<file path="src/ctd_pkg.sv">
// Shared constants, field layouts and types of the touch detector.
// Assumes a 100 MHz reference clock and a 32-bit Avalon-MM register bus.
package ctd_pkg;
  // ==========================================================
  // Timing
  localparam int CLK_HZ = 100_000_000;
  localparam int OSC_HZ = 500_000;
  localparam int TICK_CYCLES = CLK_HZ / OSC_HZ;
  // ==========================================================
  // Datapath widths
  localparam int SIG_W = 16;
  localparam int FRAC_W = 4;
  localparam int FILT_SHIFT = 4;
  localparam int CAL_BURSTS = 32;
  localparam int DEB_W = 8;
  localparam int ADDR_W = 5;
  // ==========================================================
  // Register map, byte addresses
  localparam logic [ADDR_W-1:0] REG_CONFIG = 5'h00;
  localparam logic [ADDR_W-1:0] REG_STATUS = 5'h04;
  localparam logic [ADDR_W-1:0] REG_SIGNAL = 5'h08;
  localparam logic [ADDR_W-1:0] REG_REFERENCE = 5'h0c;
  localparam logic [ADDR_W-1:0] REG_DEBOUNCE = 5'h10;
  localparam logic [7:0] CFG_RESET = 8'h00;
  localparam logic [DEB_W-1:0] DDC_RESET = 8'h03;
  localparam logic [DEB_W-1:0] EXIT_DEBOUNCE_COUNT_RESET = 8'h04;
  localparam int DDC_LSB = 0;
  localparam int EXIT_DEBOUNCE_COUNT_LSB = 8;
  localparam int ST_DETECT = 0;
  localparam int ST_CAL = 1;
  localparam int ST_THAW = 2;
  // ==========================================================
  // Thresholds, sampling gaps and freeze limits
  localparam int THR_REL_SH0 = 3;
  localparam int THR_REL_SH1 = 4;
  localparam logic [SIG_W-1:0] THR_ABS0 = 16'h0008;
  localparam logic [SIG_W-1:0] THR_ABS1 = 16'h0004;
  localparam logic [SIG_W-1:0] GAP_NORMAL = 16'h0004;
  localparam logic [SIG_W-1:0] GAP_LP1 = 16'h0040;
  localparam logic [SIG_W-1:0] GAP_LP2 = 16'h0100;
  localparam logic [SIG_W-1:0] GAP_LP3 = 16'h0400;
  localparam logic [SIG_W-1:0] FRZ_LIM0 = 16'h0020;
  localparam logic [SIG_W-1:0] FRZ_LIM1 = 16'h0080;
  localparam logic [SIG_W-1:0] FRZ_LIM2 = 16'h0200;
  localparam logic [SIG_W-1:0] FRZ_LIM3 = 16'h0800;
  // ==========================================================
  // Types
  typedef enum logic [1:0] {
    MODE_TOUCH = 2'h0, MODE_PROX = 2'h1, MODE_RSV2 = 2'h2, MODE_RSV3 = 2'h3
  } ctd_mode_t;
  typedef struct packed {
    logic [1:0] power;
    logic [1:0] thr;
    logic [1:0] freeze;
    ctd_mode_t mode;
  } ctd_cfg_t;
  typedef struct packed {
    logic discharge;
    logic charge;
    logic transfer;
  } ctd_fe_t;
  typedef enum logic [1:0] {
    SQ_LAUNCH = 2'h0, SQ_BURST = 2'h1, SQ_UPDATE = 2'h3, SQ_GAP = 2'h2
  } ctd_seq_t;
  typedef enum logic [1:0] {
    BU_IDLE = 2'h0, BU_CHARGE = 2'h1, BU_XFER = 2'h3
  } ctd_burst_t;
  // Oscillator ticks between bursts per power setting
  function automatic logic [SIG_W-1:0] gap_ticks(input logic [1:0] pm);
    case (pm)
      2'h0: gap_ticks = GAP_NORMAL;
      2'h1: gap_ticks = GAP_LP1;
      2'h2: gap_ticks = GAP_LP2;
      default: gap_ticks = GAP_LP3;
    endcase
  endfunction
  // Samples a detection may hold the reference frozen
  function automatic logic [SIG_W-1:0] freeze_limit(input logic [1:0] fs);
    case (fs)
      2'h0: freeze_limit = FRZ_LIM0;
      2'h1: freeze_limit = FRZ_LIM1;
      2'h2: freeze_limit = FRZ_LIM2;
      default: freeze_limit = FRZ_LIM3;
    endcase
  endfunction
endpackage

</file>
<file path="src/ctd_burst.sv">
// Burst engine: runs charge/transfer cycles and counts them.
// Assumes the front end compares the sampling capacitor asynchronously.
module ctd_burst #(
  parameter int CNT_W = ctd_pkg::SIG_W
) (
  input wire logic ref_clk,
  input wire logic sys_rst,
  input wire logic tick,
  input wire logic start,
  input wire logic trip_level_in,
  output ctd_pkg::ctd_fe_t fe,
  output logic done,
  output logic [CNT_W-1:0] count
);
  import ctd_pkg::*;

  if (CNT_W < 4) begin : g_chk
    $error("ctd_burst: CNT_W too small");
  end

  localparam logic [CNT_W-1:0] CNT_MAX = {CNT_W{1'b1}};

  ctd_burst_t state;
  logic trip_meta;
  logic trip_s;
  wire cycle_end = (state == BU_XFER) && tick;
  wire [CNT_W-1:0] count_inc = count + 1'b1;
  // Stop one short of wrapping so a stuck comparator saturates the count
  wire stop = trip_s || (count_inc == CNT_MAX);

  // ==========================================================
  // Comparator synchroniser
  always_ff @(posedge ref_clk or posedge sys_rst) begin
    if (sys_rst) begin
      trip_meta <= 1'b0;
      trip_s <= 1'b0;
    end else begin
      trip_meta <= trip_level_in;
      trip_s <= trip_meta;
    end
  end

  // ==========================================================
  // Cycle sequencer and counter
  always_ff @(posedge ref_clk or posedge sys_rst) begin
    if (sys_rst) begin
      state <= BU_IDLE;
      count <= '0;
      done <= 1'b0;
    end else begin
      done <= 1'b0;
      case (state)
        BU_IDLE: begin
          if (start) begin
            count <= '0;
            state <= BU_CHARGE;
          end
        end
        BU_CHARGE: begin
          if (tick) state <= BU_XFER;
        end
        BU_XFER: begin
          if (tick) begin
            count <= count_inc;
            if (stop) begin
              state <= BU_IDLE;
              done <= 1'b1;
            end else begin
              state <= BU_CHARGE;
            end
          end
        end
        default: state <= BU_IDLE;
      endcase
    end
  end

  // Front end drive follows the phase
  assign fe.discharge = (state == BU_IDLE);
  assign fe.charge = (state == BU_CHARGE);
  assign fe.transfer = (state == BU_XFER);
endmodule // ctd_burst

</file>
<file path="src/ctd_debounce.sv">
// Debounce of the detection candidate over consecutive samples.
// Assumes one sample strobe per acquisition from the same clock.
module ctd_debounce #(
  parameter int CNT_W = ctd_pkg::DEB_W
) (
  input wire logic ref_clk,
  input wire logic sys_rst,
  input wire logic sample,
  input wire logic cond,
  input wire logic [CNT_W-1:0] entry_need,
  input wire logic [CNT_W-1:0] exit_need,
  output logic active
);
  import ctd_pkg::*;

  if (CNT_W < 1) begin : g_chk
    $error("ctd_debounce: CNT_W must be positive");
  end

  logic [CNT_W-1:0] run;
  wire [CNT_W:0] run_next = {1'b0, run} + 1'b1;
  wire [CNT_W-1:0] need = active ? exit_need : entry_need;
  wire flip = run_next >= {1'b0, need};

  // ==========================================================
  // Count samples that disagree with the reported state
  always_ff @(posedge ref_clk or posedge sys_rst) begin
    if (sys_rst) begin
      run <= '0;
      active <= 1'b0;
    end else if (sample) begin
      if (cond != active) begin
        if (flip) begin
          active <= ~active;
          run <= '0;
        end else begin
          run <= run_next[CNT_W-1:0];
        end
      end else begin
        run <= '0;
      end
    end
  end
endmodule // ctd_debounce

</file>
<file path="src/ctd_top.sv">
// Capacitive touch detector: acquisition, calibration, drift filter,
// detection and the Avalon-MM register slave.
// Assumes an analog charge-transfer front end with an async comparator.
//
// Implementation choices: the address map and the Avalon-MM interface to the registers.
import ctd_pkg::*;

// How it works
// - Transfer cycles repeat until comparator trips
// - Cycle count per burst is the signal
// - Reference from 32 bursts before detection
// - Calibration always uses normal power gaps
// - Configured low power applies after calibration
// - Candidate when reference minus signal reaches threshold
// - Consecutive samples needed before state changes
// - Four thresholds: two relative, two absolute
// - Reference updated by unity gain IIR
// - Reference tracks slow drift of signal
// - Reported detection freezes the reference
// - Config bits 1:0 select touch or proximity
// - Freeze timeout re-enables filter during detection
// - Detect output high while detection reported
// - Separate entry and exit debounce counts
// - Sequencing paced by 500 kHz oscillator tick
module ctd_top #(
  parameter int CAL_COUNT = ctd_pkg::CAL_BURSTS
) (
  input wire logic ref_clk,
  input wire logic sys_rst,
  input wire logic [ctd_pkg::ADDR_W-1:0] avs_address,
  input wire logic avs_read,
  input wire logic avs_write,
  input wire logic [31:0] avs_writedata,
  input wire logic [3:0] avs_byteenable,
  output logic [31:0] avs_readdata,
  output logic avs_waitrequest,
  output ctd_pkg::ctd_fe_t fe,
  input wire logic trip_level_in,
  output logic detect_output
);
  import ctd_pkg::*;

  localparam int CAL_SH = $clog2(CAL_COUNT);
  localparam int ACC_W = SIG_W + FRAC_W;
  localparam int SUM_W = SIG_W + CAL_SH;
  localparam int DIV_W = $clog2(TICK_CYCLES);
  localparam logic [DIV_W-1:0] TICK_LAST = DIV_W'(TICK_CYCLES - 1);
  localparam logic [CAL_SH-1:0] CAL_LAST = CAL_SH'(CAL_COUNT - 1);

  if (CAL_COUNT < 2 || (1 << CAL_SH) != CAL_COUNT) begin : g_chk
    $error("ctd_top: CAL_COUNT must be a power of two, at least 2");
  end

  // ==========================================================
  // Declarations
  logic [DIV_W-1:0] div_cnt;
  logic tick;
  logic ack;
  ctd_cfg_t cfg;
  logic [DEB_W-1:0] ddc;
  logic [DEB_W-1:0] exit_debounce_count;
  ctd_seq_t sq;
  ctd_seq_t next_sq;
  logic [SIG_W-1:0] gap_cnt;
  logic [SIG_W-1:0] sig;
  logic [ACC_W-1:0] ref_acc;
  logic [SUM_W-1:0] cal_sum;
  logic [CAL_SH-1:0] cal_n;
  logic calibrating;
  logic [SIG_W-1:0] frz_cnt;
  logic thaw;
  logic detected;
  logic burst_done;
  logic [SIG_W-1:0] burst_count;

  // ==========================================================
  // Oscillator tick, one pulse per 500 kHz period
  always_ff @(posedge ref_clk or posedge sys_rst) begin
    if (sys_rst) begin
      div_cnt <= '0;
      tick <= 1'b0;
    end else if (div_cnt == TICK_LAST) begin
      div_cnt <= '0;
      tick <= 1'b1;
    end else begin
      div_cnt <= div_cnt + 1'b1;
      tick <= 1'b0;
    end
  end

  // ==========================================================
  // Register bus decode
  wire req = avs_read | avs_write;
  wire wr_now = avs_write & ack;
  wire cfg_we = wr_now && (avs_address == REG_CONFIG) && avs_byteenable[0];
  wire deb_hit = wr_now && (avs_address == REG_DEBOUNCE);
  wire ddc_we = deb_hit && avs_byteenable[0];
  wire exit_debounce_count_we = deb_hit && avs_byteenable[1];
  wire [SIG_W-1:0] ref_val = ref_acc[ACC_W-1 -: SIG_W];
  wire [31:0] status_word = {29'h0000000, thaw, calibrating, detected};
  wire [31:0] rd_mux =
    (avs_address == REG_CONFIG) ? {24'h000000, cfg} :
    (avs_address == REG_STATUS) ? status_word :
    (avs_address == REG_SIGNAL) ? {16'h0000, sig} :
    (avs_address == REG_REFERENCE) ? {16'h0000, ref_val} :
    (avs_address == REG_DEBOUNCE) ? {16'h0000, exit_debounce_count, ddc} : 32'h00000000;
  assign avs_waitrequest = req & ~ack;

  // One wait cycle per access; read data latched in that cycle
  always_ff @(posedge ref_clk or posedge sys_rst) begin
    if (sys_rst) begin
      ack <= 1'b0;
      avs_readdata <= 32'h00000000;
    end else begin
      ack <= req & ~ack;
      if (req & ~ack) avs_readdata <= rd_mux;
    end
  end

  // Configuration and debounce registers
  always_ff @(posedge ref_clk or posedge sys_rst) begin
    if (sys_rst) begin
      cfg <= CFG_RESET;
      ddc <= DDC_RESET;
      exit_debounce_count <= EXIT_DEBOUNCE_COUNT_RESET;
    end else begin
      if (cfg_we) cfg <= avs_writedata[7:0];
      if (ddc_we) ddc <= avs_writedata[DDC_LSB +: DEB_W];
      if (exit_debounce_count_we) exit_debounce_count <= avs_writedata[EXIT_DEBOUNCE_COUNT_LSB +: DEB_W];
    end
  end

  // ==========================================================
  // Acquisition datapath
  wire upd = (sq == SQ_UPDATE);
  wire sample = upd && !calibrating;
  wire cal_last = calibrating && (cal_n == CAL_LAST);
  wire filter_run = !detected || thaw;
  wire [SIG_W:0] margin = {1'b0, ref_val} - {1'b0, sig};
  wire thr_prox = (cfg.mode == MODE_PROX);
  wire [1:0] thr_idx = {thr_prox, cfg.thr[0]};
  wire [SIG_W-1:0] thr_val =
    (thr_idx == 2'h0) ? (ref_val >> THR_REL_SH0) :
    (thr_idx == 2'h1) ? (ref_val >> THR_REL_SH1) :
    (thr_idx == 2'h2) ? THR_ABS0 : THR_ABS1;
  wire cand = !margin[SIG_W] && (margin[SIG_W-1:0] >= thr_val);
  // The arithmetic shift rounds toward minus infinity, so a falling signal
  // always pulls the reference down by at least one fractional step
  wire signed [ACC_W:0] err =
    $signed({1'b0, sig, {FRAC_W{1'b0}}}) - $signed({1'b0, ref_acc});
  wire signed [ACC_W:0] step = err >>> FILT_SHIFT;
  wire [ACC_W-1:0] ref_filt = ref_acc + step[ACC_W-1:0];
  wire [SUM_W-1:0] cal_total = cal_sum + {{CAL_SH{1'b0}}, sig};
  wire [SIG_W-1:0] cal_ref = cal_total[SUM_W-1 -: SIG_W];
  wire [SIG_W-1:0] frz_lim = freeze_limit(cfg.freeze);
  wire [SIG_W-1:0] frz_next = frz_cnt + 1'b1;
  wire [SIG_W-1:0] gap_load =
    (calibrating && !cal_last) ? GAP_NORMAL : gap_ticks(cfg.power);

  // ==========================================================
  // Sequencer: launch, burst, update, gap
  always_comb begin
    next_sq = sq;
    case (sq)
      SQ_LAUNCH: next_sq = SQ_BURST;
      SQ_BURST: begin
        if (burst_done) next_sq = SQ_UPDATE;
      end
      SQ_UPDATE: next_sq = SQ_GAP;
      SQ_GAP: begin
        if (tick && gap_cnt == '0) next_sq = SQ_LAUNCH;
      end
      default: next_sq = SQ_LAUNCH;
    endcase
  end

  // State, gap timer and signal capture
  always_ff @(posedge ref_clk or posedge sys_rst) begin
    if (sys_rst) begin
      sq <= SQ_LAUNCH;
      gap_cnt <= '0;
      sig <= '0;
    end else begin
      sq <= next_sq;
      if (upd) gap_cnt <= gap_load;
      else if (sq == SQ_GAP && tick) gap_cnt <= gap_cnt - 1'b1;
      if (burst_done) sig <= burst_count;
    end
  end

  // Calibration accumulates bursts, then seeds the reference
  always_ff @(posedge ref_clk or posedge sys_rst) begin
    if (sys_rst) begin
      cal_sum <= '0;
      cal_n <= '0;
      calibrating <= 1'b1;
    end else if (upd && calibrating) begin
      cal_sum <= cal_last ? '0 : cal_total;
      cal_n <= cal_n + 1'b1;
      if (cal_last) calibrating <= 1'b0;
    end
  end

  // Reference: seeded by calibration, then filtered unless frozen
  always_ff @(posedge ref_clk or posedge sys_rst) begin
    if (sys_rst) begin
      ref_acc <= '0;
    end else if (upd && cal_last) begin
      ref_acc <= {cal_ref, {FRAC_W{1'b0}}};
    end else if (sample && filter_run) begin
      ref_acc <= ref_filt;
    end
  end

  // Freeze timer runs while a detection holds the reference
  always_ff @(posedge ref_clk or posedge sys_rst) begin
    if (sys_rst) begin
      frz_cnt <= '0;
      thaw <= 1'b0;
    end else if (!detected) begin
      frz_cnt <= '0;
      thaw <= 1'b0;
    end else if (sample && !thaw) begin
      frz_cnt <= frz_next;
      if (frz_next >= frz_lim) thaw <= 1'b1;
    end
  end

  // Reported state on the pin
  always_ff @(posedge ref_clk or posedge sys_rst) begin
    if (sys_rst) detect_output <= 1'b0;
    else detect_output <= detected;
  end

  // ==========================================================
  // Submodules
  ctd_burst #(.CNT_W(SIG_W)) u_burst (
    .ref_clk(ref_clk),
    .sys_rst(sys_rst),
    .tick(tick),
    .start(sq == SQ_LAUNCH),
    .trip_level_in(trip_level_in),
    .fe(fe),
    .done(burst_done),
    .count(burst_count)
  );

  ctd_debounce #(.CNT_W(DEB_W)) u_deb (
    .ref_clk(ref_clk),
    .sys_rst(sys_rst),
    .sample(sample),
    .cond(cand),
    .entry_need(ddc),
    .exit_need(exit_debounce_count),
    .active(detected)
  );
endmodule // ctd_top

</file>
<file path="config.mk">
export PLATFORM = sky130hd
export DESIGN_NAME = ctd_top
export DESIGN_NICKNAME = d
export VERILOG_FILES = /design/src/ctd_pkg.sv /design/src/ctd_burst.sv /design/src/ctd_debounce.sv /design/src/ctd_top.sv
export SDC_FILE = /design/constraint.sdc
export NUM_CORES = 1
export LEC_CHECK = 0
export BUFFER_PORTS_ARGS = -buffer_cell sky130_fd_sc_hd__buf_4
export CAP_MARGIN = 0
export CORE_ASPECT_RATIO = 1.75
export CORE_MARGIN = 2
export CORE_UTILIZATION = 50
export CTS_CLUSTER_DIAMETER = 30
export DETAILED_ROUTE_END_ITERATION = 6
export PLACE_DENSITY = 0.66
export RECOVER_POWER = 50
export SYNTH_ARGS = -nofsm -noshare
export SYNTH_HDL_FRONTEND = slang
export SYNTH_HIERARCHICAL = 1
export SYNTH_SLANG_ARGS = --single-unit
</file>
<file path="constraint.sdc">
create_clock -name ref_clk -period 5.5 [get_ports ref_clk]
set_input_delay 1.1 -clock ref_clk [delete_from_list [all_inputs] [get_ports ref_clk]]
set_output_delay 1.1 -clock ref_clk [all_outputs]
set_load 0.1 [all_outputs]
</file>
==> impl_metrics.json, run 1 <==
{
  "nFillCells": 2382,
  "clock_sinks": 179,
  "required_ps": 5880,
  "syn_avg_cell_area_sq_um": 8.70,
  "htree_levels": 4,
  "crit_slowest_cell": "dfrtp_1",
  "power.leakage_nw": 6.45,
  "overflow": 0,
  "fmax_mhz": 212,
  "initial_core_util_pct": 50.5,
  "synth-seq-cells": 179,
  "drtAntennaViolNets": 0,
  "syn_area_sq_um": 13000,
  "syn2layout_area_growth_pct": 7.54,
  "maxCapViolCount": 2,
  "pre_cts_ws_ps": 866,
  "min_to": "u_burst/trip_s",
  "cp.buffers_inverters": 1,
  "p_total_mw": 2.79,
  "arrival_ps": 5100,
  "fin_nets": 1655,
  "clock_path_buffers": 2,
  "track_usage_pct": 25.6,
  "placed_area_sq_um": 13400,
  "dp.final_hpwl_microns": 26000,
  "drtIter0Drc": 555,
  "numCtsBuffers": 17,
  "yosys_warnings": 6,
  "synth.yosys.seq_area_share_pct": 34.6,
  "crit_top_cell": "o21ai_0",
  "cp_slowest_stage_delay_ps": 500,
  "synth_most_common_cell": "nand2_1",
  "fp.dieArea_sq_um": 27300,
  "tritoncts": "yes",
  "root_buffer": "clkbuf_16",
  "finish.utilization_pct": 54.3,
  "synth_edf_count": 0,
  "multiInputGateArea_sq_um": 7820,
  "vias": 10756,
  "final_area_sq_um": 13900,
  "clkTransAtPathRegs_ps": 70,
  "tightest_slew_ps": 2470,
  "timing.hold.ws_ps": 349,
  "period_share_pct": 85.7,
  "postCtsHoldBufs": 0,
  "tns_ps": 0,
  "hold_start": "u_burst/trip_meta",
  "setup_violations": 0,
  "synth_top_area_cell": "dfrtp_1",
  "start_kind": "flip-flop",
  "core.rowCount": 78,
  "hold_viol": 0,
  "postSynthCellCount": 1490,
  "antenna_found_initial": 0,
  "final_cells": 1830,
  "die_h_microns": 217,
  "yosysUniqueCellTypes": 97,
  "grt_max_degree": 113,
  "crit_family": "simple AND/OR/NAND/NOR gates",
  "seq_area_sq_um": 4480,
  "wl_per_cell_microns": 18.6,
  "drive_above_1_share_pct": 9.54,
  "max-vdd-ir-drop_v": 0.000233,
  "synthTopCellsByCount": "nand2_1, dfrtp_1, o21ai_0",
  "end_kind": "flip-flop",
  "ys.flop_type": "dfrtp_1",
  "hold_class": "flip-flop to flip-flop",
  "vias_per_cell": 5.88,
  "path_class": "flip-flop to flip-flop",
  "ctsResizeCount": 0,
  "r2r_end": "u_deb/run[0]",
  "die_w_microns": 126,
  "place_congestion": 0.948,
  "core_area_sq_um": 25700,
  "post_cts_buffers": 0,
  "grt_pass1_wl_microns": 55600,
  "route.detailed.drc": 0,
  "ios": 83,
  "ys_async_sr_fraction_pct": 100,
  "p_per_area_nw_per_um2": 200,
  "cp_cell_sequence": "inv_1, ha_1, nor2b_1, o31a_1, o21a_1, nor2_1, o21ai_0, xor2_1, ha_1, a21o_1, a21oi_1, nor2b_1, o21ai_0, nand3b_1, nor4_1, a21oi_1, xnor2_1, nor3b_2, nand2_1, o21ai_0",
  "fin_ws_ps": 786,
  "diodes": 0,
  "fin_crit_ps": 4710,
  "relSlewSlack_pct": -64.6,
  "worstPathMaxFanout": 6,
  "skew_ps": 9.37,
  "worstRegToRegCells": 20,
  "port_buffers": 48,
  "wirelength_microns": 34100,
  "outcome": "finished, violations left",
  "violations": "capacitance limit, slew limit",
  "synth_top_area_share_pct": 33.8,
  "final_max_slew_viol_count": 151,
  "clk_latency_ps": 460,
  "rsz0062_at_grt": "false",
  "r2r_slack_ps": 790,
  "first_global_vias": 10885,
  "reg2reg_from": "sig[1]",
  "drtPass1Iterations": 5,
  "synth_area_leaders": "dfrtp_1, ha_1, o21ai_0",
  "dpl.cell_count": 1799,
  "hold_path_depth": 0
}
## area by class of cell
type,instances,share of cell area (%)
clock inverters,9,0.566
multi-input cells,1175,56.1
repair buffers,58,2.99
flip-flops and latches,179,32.2
clock buffers,22,3.47
well taps,320,2.87
inverters,67,1.83
## state kept, by name (all words and copies together), names as in the netlist, 16 cells and up
register / count
cal_sum: 21
ref_acc: 20
avs_readdata: 16
frz_cnt: 16
gap_cnt: 16
sig: 16
u_burst/count: 16
## cells in the final DEF (no fill, tap or decap), types with 13 or more instances in the layout
master and n:
o31ai_1 15, nor2_1 96, o21ai_0 142, ha_1 108, and3_1 19, nor3_1 18, dfrtp_1 175, xor2_1 40
conb_1 16, nand2b_1 26, nand2_1 189, nand4_1 20, mux2_2 24, nand3_1 43, clkbuf_16 17, inv_1 64
a21o_1 23, o21ai_1 19, buf_4 52, a211oi_1 13, xnor2_1 56, mux2i_1 13, o211ai_1 15, a21oi_1 83
o21a_1 17
## worst max-delay path by stage
stage               cells after the start           end     from
finish                                 20  u_deb/run[0]   sig[1]
CTS                                    20  u_deb/run[0]   sig[1]
global route                           20  u_deb/run[0]   sig[1]
global placement                       20  u_deb/run[0]   sig[1]
detailed placement                     20  u_deb/run[0]   sig[1]
floorplan                               1           ack  sys_rst
## per-layer routing
layer / track usage, % / vias up / share of wire (%)
li1: - / 5277 / -
met1: 28.1 / 5215 / 40
met2: 47.9 / 201 / 53
met3: 3.76 / 63 / 2.9
met4: 11.9 / 0 / 4.2
met5: 0 / - / 0
## logic make-up after synthesis
logic type | share of synthesized area, %
simple gates | 18.5
compound gates | 20.6
flops | 34.6
buf+inv | 5.56
fa+ha+maj | 11.0
xor+xnor | 6.49
mux | 3.26
other cells | 0.0289
## power by group
group	leakage (nW)	total, mW	switching (mW)	internal [mW]
Clock	0.278	1.20	0.538	0.665
Combinational	3.73	0.225	0.173	0.0524
Sequential	2.44	1.36	0.0250	1.34
Total	6.45	2.79	0.736	2.06
Power figures use the tool's default switching activity.
==> run 2: changes to the inputs <==
--- a/config.mk
+++ b/config.mk
@@ -7,12 +7,14 @@
 export LEC_CHECK = 0
 export BUFFER_PORTS_ARGS = -buffer_cell sky130_fd_sc_hd__buf_4
 export CAP_MARGIN = 0
+export CELL_PAD_IN_SITES_DETAIL_PLACEMENT = 1
+export CELL_PAD_IN_SITES_GLOBAL_PLACEMENT = 1
 export CORE_ASPECT_RATIO = 1.75
 export CORE_MARGIN = 2
-export CORE_UTILIZATION = 50
+export CORE_UTILIZATION = 48
 export CTS_CLUSTER_DIAMETER = 30
 export DETAILED_ROUTE_END_ITERATION = 6
-export PLACE_DENSITY = 0.66
+export PLACE_DENSITY = 0.8
 export RECOVER_POWER = 50
 export SYNTH_ARGS = -nofsm -noshare
 export SYNTH_HDL_FRONTEND = slang
==> run 2 against run 1 <==
  * The flow still finishes with violations (capacitance limit, slew limit)
  * Design area increased by 0.50%
  * First-iteration DRC count decreased by 15%
  * Critical endpoint is now u_deb/run[2]
  * Final cell count increased by 0.33%
  * Clock-buffer cell count increased by 3
  * Clock skew decreased by 0.95 ps
  * Non-clock buffer count increased by 1
  * Hold slack improved by 9.7 ps
  * Fmax decreased by 4.8%
==> impl_metrics.json, run 2 (synthesis gave the netlist of run 1 again) <==
{
  "outcome": "finished, violations left",
  "violations": "capacitance limit, slew limit",
  "end_kind": "flip-flop",
  "p_sw_share_pct": 25.5,
  "relSlewSlack_pct": -87.8,
  "wl_per_cell_microns": 20.8,
  "crit_family": "compound AO/OA/AOI/OAI gates",
  "drtAntennaViolNets": 0,
  "final_area_sq_um": 14000,
  "cp_slowest_stage_delay_ps": 520,
  "worstPathMaxFanout": 6,
  "crit_slowest_cell": "dfrtp_1",
  "tns_ps": 0,
  "port_buffers": 48,
  "r2r_slack_ps": 550,
  "vias_per_cell": 6.04,
  "hold_class": "flip-flop to flip-flop",
  "htree_levels": 4,
  "drive_above_1_share_pct": 9.59,
  "grtUsageMet3_pct": 3.58,
  "path_class": "flip-flop to flip-flop",
  "fin_crit_ps": 4950,
  "clkTransAtPathRegs_ps": 70,
  "core_area_sq_um": 26600,
  "route.detailed.drc": 0,
  "p_per_area_nw_per_um2": 208,
  "ctsResizeCount": 0,
  "start_kind": "flip-flop",
  "initial_core_util_pct": 48.7,
  "finish.utilization_pct": 52.7,
  "diodes": 0,
  "power.leakage_nw": 6.48,
  "root_buffer": "clkbuf_16",
  "placed_area_sq_um": 13400,
  "required_ps": 5860,
  "p_seq_share_pct": 46.9,
  "p_clk_share_pct": 45.2,
  "period_share_pct": 90.0,
  "power_frac_comb_pct": 7.9,
  "cp_cell_sequence": "inv_1, ha_1, nor2b_1, o31a_1, o21a_1, nor2_1, o21ai_0, xor2_1, ha_1, a21o_1, a21oi_1, nor2b_1, o21ai_0, nand3b_1, nor4_1, a21oi_1, xnor2_1, nor3b_2, nand2_1, o2bb2ai_1",
  "largest_reg_flops": 21,
  "tritoncts": "yes",
  "use_met2_pct": 53.2,
  "antenna_found_initial": 0,
  "fp.dieArea_sq_um": 28400,
  "grt_use_met1_pct": 29.4,
  "reg.largest.list": "cal_sum x21, ref_acc x20",
  "vias": 11085,
  "skew_ps": 8.43,
  "overflow": 0,
  "clock_path_buffers": 2,
  "final_max_slew_viol_count": 139,
  "syn2layout_area_growth_pct": 8.08,
  "rsz0062_at_grt": "false",
  "arrival_ps": 5310,
  "fmax_mhz": 202,
  "tightest_slew_ps": 2800,
  "grt_pass1_wl_microns": 62900,
  "drtIter0Drc": 472,
  "p_total_mw": 2.91,
  "fin_nets": 1656,
  "final_common_cell": "nand2_1",
  "grt_max_degree": 61,
  "drtPass1Iterations": 4,
  "clock_sinks": 179,
  "place_congestion": 0.909,
  "timing.hold.ws_ps": 359,
  "dp.final_hpwl_microns": 29400,
  "cp.buffers_inverters": 1,
  "ios": 83,
  "largest_register": "cal_sum",
  "first_global_vias": 12108,
  "busiest_layer": "met2",
  "setup_violations": 0,
  "core.rowCount": 79,
  "p_int_mw": 2.17,
  "hold_viol": 0,
  "die_h_microns": 221,
  "die_w_microns": 128,
  "final_cell_mix": "nand2_1, dfrtp_1, o21ai_0",
  "max-vdd-ir-drop_v": 0.000250,
  "clk_latency_ps": 460,
  "postCtsHoldBufs": 0,
  "post_cts_buffers": 0,
  "maxCapViolCount": 3,
  "track_usage_pct": 28.1,
  "wirelength_microns": 38100,
  "numCtsBuffers": 17,
  "p_switching_mw": 0.743
}
-- run 2: changes by cell type in the layout (fill, tap and decap cells not counted), sizes merged --
cell	change
clkinvlp	-1
clkinv	-3
bufinv	+2
clkbuf	+4
-- run 2: final cells by class --
type | instances | area [sq um]
Sequential cell | 179 | 4480
Timing Repair Buffer | 59 | 422
Multi-Input combinational cell | 1175 | 7820
Fill cell | 3162 | 12600
Tap cell | 324 | 405
Inverter | 67 | 253
Clock inverter | 7 | 119
Clock buffer | 25 | 505
-- run 2: final timing paths --
path / end / depth (start not counted) / from
worst max-delay path: u_deb/run[2] / 20 / sig[1]
worst min-delay path: u_burst/trip_s / 0 / u_burst/trip_meta
worst max register to register: u_deb/run[2] / 20 / sig[1]
worst min register to register: u_burst/trip_s / 0 / u_burst/trip_meta
max in group asynchronous: frz_cnt[6] / 3 / sys_rst
min in group asynchronous: u_deb/run[7] / 2 / sys_rst
-- run 2: stage by stage --
stage          std cells  worst slack, ps
5_1_grt             1836              214
2_1_floorplan       1505              399
3_5_place_dp        1804              669
6_report            1836              549
4_1_cts             1836              653
3_3_place_gp        1804              848
-- run 2: layer usage --
metal	wire [microns]	vias up
met5	0	-
met4	2090	0
met3	852	81
met2	21000	182
met1	14200	5550
li1	-	5272
-- run 2: power groups by stage --
stage | Clock, mW | Sequential (mW) | Combinational [mW]
after CTS | 1.34 | 1.36 | 0.236
final | 1.32 | 1.36 | 0.231
after global placement | 0 | 1.39 | 0.229
after floorplan | 0 | 1.41 | 0.150
after global routing | 1.39 | 1.37 | 0.249
after detailed placement | 0 | 1.39 | 0.233
==> run 3: changes to the inputs <==
--- a/config.mk
+++ b/config.mk
@@ -11,11 +11,12 @@
 export CELL_PAD_IN_SITES_GLOBAL_PLACEMENT = 1
 export CORE_ASPECT_RATIO = 1.75
 export CORE_MARGIN = 2
-export CORE_UTILIZATION = 48
+export CORE_UTILIZATION = 43
 export CTS_CLUSTER_DIAMETER = 30
 export DETAILED_ROUTE_END_ITERATION = 6
-export PLACE_DENSITY = 0.8
+export PLACE_DENSITY = 0.75
 export RECOVER_POWER = 50
+export SKIP_LAST_GASP = 1
 export SYNTH_ARGS = -nofsm -noshare
 export SYNTH_HDL_FRONTEND = slang
 export SYNTH_HIERARCHICAL = 1
==> constraint.sdc (replaced) <==
create_clock -name ref_clk -period 4.3 [get_ports ref_clk]
set_input_delay 0.43 -clock ref_clk [delete_from_list [all_inputs] [get_ports ref_clk]]
set_output_delay 0.43 -clock ref_clk [all_outputs]
set_load 0.1 [all_outputs]
==> run 3 against run 2 <==
  * The flow still finishes with violations (capacitance limit, slew limit)
  * Via count up 2.6%
  * Global-route usage down 2.2 points
  * Final cell count up 6.0%
  * Combinational power up 35%
  * Sequential power up 28%
  * Wire length up 4.9%
  * Hold slack worse by 250 ps
  * Clock skew up 1.2 ps
  * Die area up 11%
  * Critical endpoint is now u_deb/run[5]
  * Largest cell class unchanged
==> impl_metrics.json, run 3 (synthesis gave the netlist of run 1 again) <==
{
  "arrival_ps": 4610,
  "largest_reg_flops": 21,
  "skew_ps": 9.64,
  "dp.final_hpwl_microns": 30600,
  "hold_viol": 0,
  "hold_class": "primary input to flip-flop",
  "hold_path_depth": 1,
  "largest_register": "cal_sum",
  "start_kind": "flip-flop",
  "fp.dieArea_sq_um": 31600,
  "power.leakage_nw": 6.79,
  "final_area_sq_um": 14600,
  "required_ps": 4680,
  "max-vdd-ir-drop_v": 0.000253,
  "antenna_found_initial": 0,
  "p_per_area_nw_per_um2": 257,
  "final_common_cell": "nand2_1",
  "track_usage_pct": 25.8,
  "setup_violations": 0,
  "drtAntennaViolNets": 0,
  "maxCapViolCount": 3,
  "drtPass1Iterations": 6,
  "finish.utilization_pct": 49.0,
  "clock_path_buffers": 2,
  "clk_latency_ps": 460,
  "numCtsBuffers": 17,
  "syn2layout_area_growth_pct": 12.8,
  "fin_nets": 1704,
  "core.rowCount": 84,
  "worstPathMaxFanout": 3,
  "root_buffer": "clkbuf_16",
  "die_w_microns": 135,
  "route.detailed.drc": 0,
  "grt_max_degree": 79,
  "reg.largest.list": "cal_sum x21, ref_acc x20",
  "fmax_mhz": 237,
  "overflow": 0,
  "ios": 83,
  "drive_above_1_share_pct": 14.6,
  "tightest_slew_ps": 2110,
  "htree_levels": 4,
  "drtIter0Drc": 506,
  "port_buffers": 48,
  "rsz0062_at_grt": "true",
  "tritoncts": "yes",
  "final_cell_mix": "nand2_1, dfrtp_1, o21ai_0",
  "final_max_slew_viol_count": 154,
  "wirelength_microns": 40000,
  "worstRegToRegCells": 21,
  "place_congestion": 0.894,
  "period_share_pct": 98.3,
  "die_h_microns": 234,
  "wl_per_cell_microns": 20.5,
  "violations": "capacitance limit, slew limit",
  "grt_pass1_wl_microns": 63900,
  "first_global_vias": 12189,
  "fin_crit_ps": 4220,
  "tns_ps": 0,
  "diodes": 0,
  "relSlewSlack_pct": -40.8,
  "path_class": "flip-flop to flip-flop",
  "initial_core_util_pct": 43.4,
  "postCtsHoldBufs": 0,
  "core_area_sq_um": 29800,
  "vias_per_cell": 5.84,
  "outcome": "finished, violations left",
  "clkTransAtPathRegs_ps": 70,
  "end_kind": "flip-flop",
  "vias": 11377,
  "placed_area_sq_um": 13800,
  "clock_sinks": 179
}
## run 3: cell count changes in the layout (fill, tap and decap cells not counted), moves of 4 or more
cell,change
o2bb2ai_1,-4
clkbuf_8,-4
buf_4,+49
a21oi_1,-6
o21ai_0,-6
o2bb2ai_2,+4
o21ai_1,+4
a21oi_2,+6
## run 3: where the power goes
part           total, mW  switching [mW]  internal [mW]
clock network       1.70           0.713          0.991
registers           1.74          0.0289           1.71
logic              0.311           0.237         0.0740
## run 3: stage by stage
step | instances | setup slack, ps | total power, mW | hold slack (ps)
2_1_floorplan | 1505 | 409 | 1.99 | 258
3_3_place_gp | 1907 | 98.4 | 2.07 | 336
3_5_place_dp | 1907 | -31.9 | 2.08 | 343
4_1_cts | 1939 | -8.50 | 3.79 | 12.2
5_1_grt | 1947 | -135 | 3.86 | 96.4
6_report | 1947 | 75.0 | 3.76 | 107
## run 3: final cells by class
type	instances	area [sq um]
Fill cell	3562	15200
Multi-Input combinational cell	1175	7980
Sequential cell	179	4490
Timing Repair Buffer	107	786
Tap cell	387	484
Clock buffer	20	447
Inverter	67	253
Clock inverter	12	178
## run 3: path summary, 6_finish.rpt
| path | to | slack [ps] | startpoint |
|---|---|---|---|
| setup / recovery | u_deb/run[5] | 80 | ref_acc[4] |
| hold / removal | u_burst/trip_meta | 110 | trip_level_in |
| setup reg to reg | u_deb/run[5] | 80 | ref_acc[4] |
| hold reg to reg | u_burst/trip_s | 350 | u_burst/trip_meta |
| max in group asynchronous | sig[0] | 940 | sys_rst |
| min in group asynchronous | u_deb/run[0] | 140 | sys_rst |
## run 3: critical path, stage by stage (launching register included)
cell,delay (ps)
dfrtp_1,390
inv_2,80
ha_4,130
inv_2,40
fa_2,390
a21oi_2,200
o21ai_2,90
o41a_1,450
a21bo_2,240
xnor2_2,130
ha_1,320
a21oi_2,130
nor2b_1,60
o21ai_1,130
nand3b_1,110
nor4_2,340
a21oi_2,150
xnor2_2,170
nor3b_2,260
buf_4,160
a31oi_1,70
o21ai_1,130
## run 3: repair_timing
item	CTS	global route
pin swaps	1	27
buffers inserted	0	8
endpoints found under the setup margin	8	13
gates resized for setup	2	39
## run 3: metal layers
| metal | part of all wire, % | up-vias | GRT usage (%) |
|---|---|---|---|
| met5 | 0 | - | 0 |
| met4 | 5.0 | 0 | 13.2 |
| met3 | 2.4 | 92 | 3.17 |
| met2 | 55 | 188 | 49.3 |
| met1 | 38 | 5698 | 27.3 |
| li1 | - | 5399 | - |
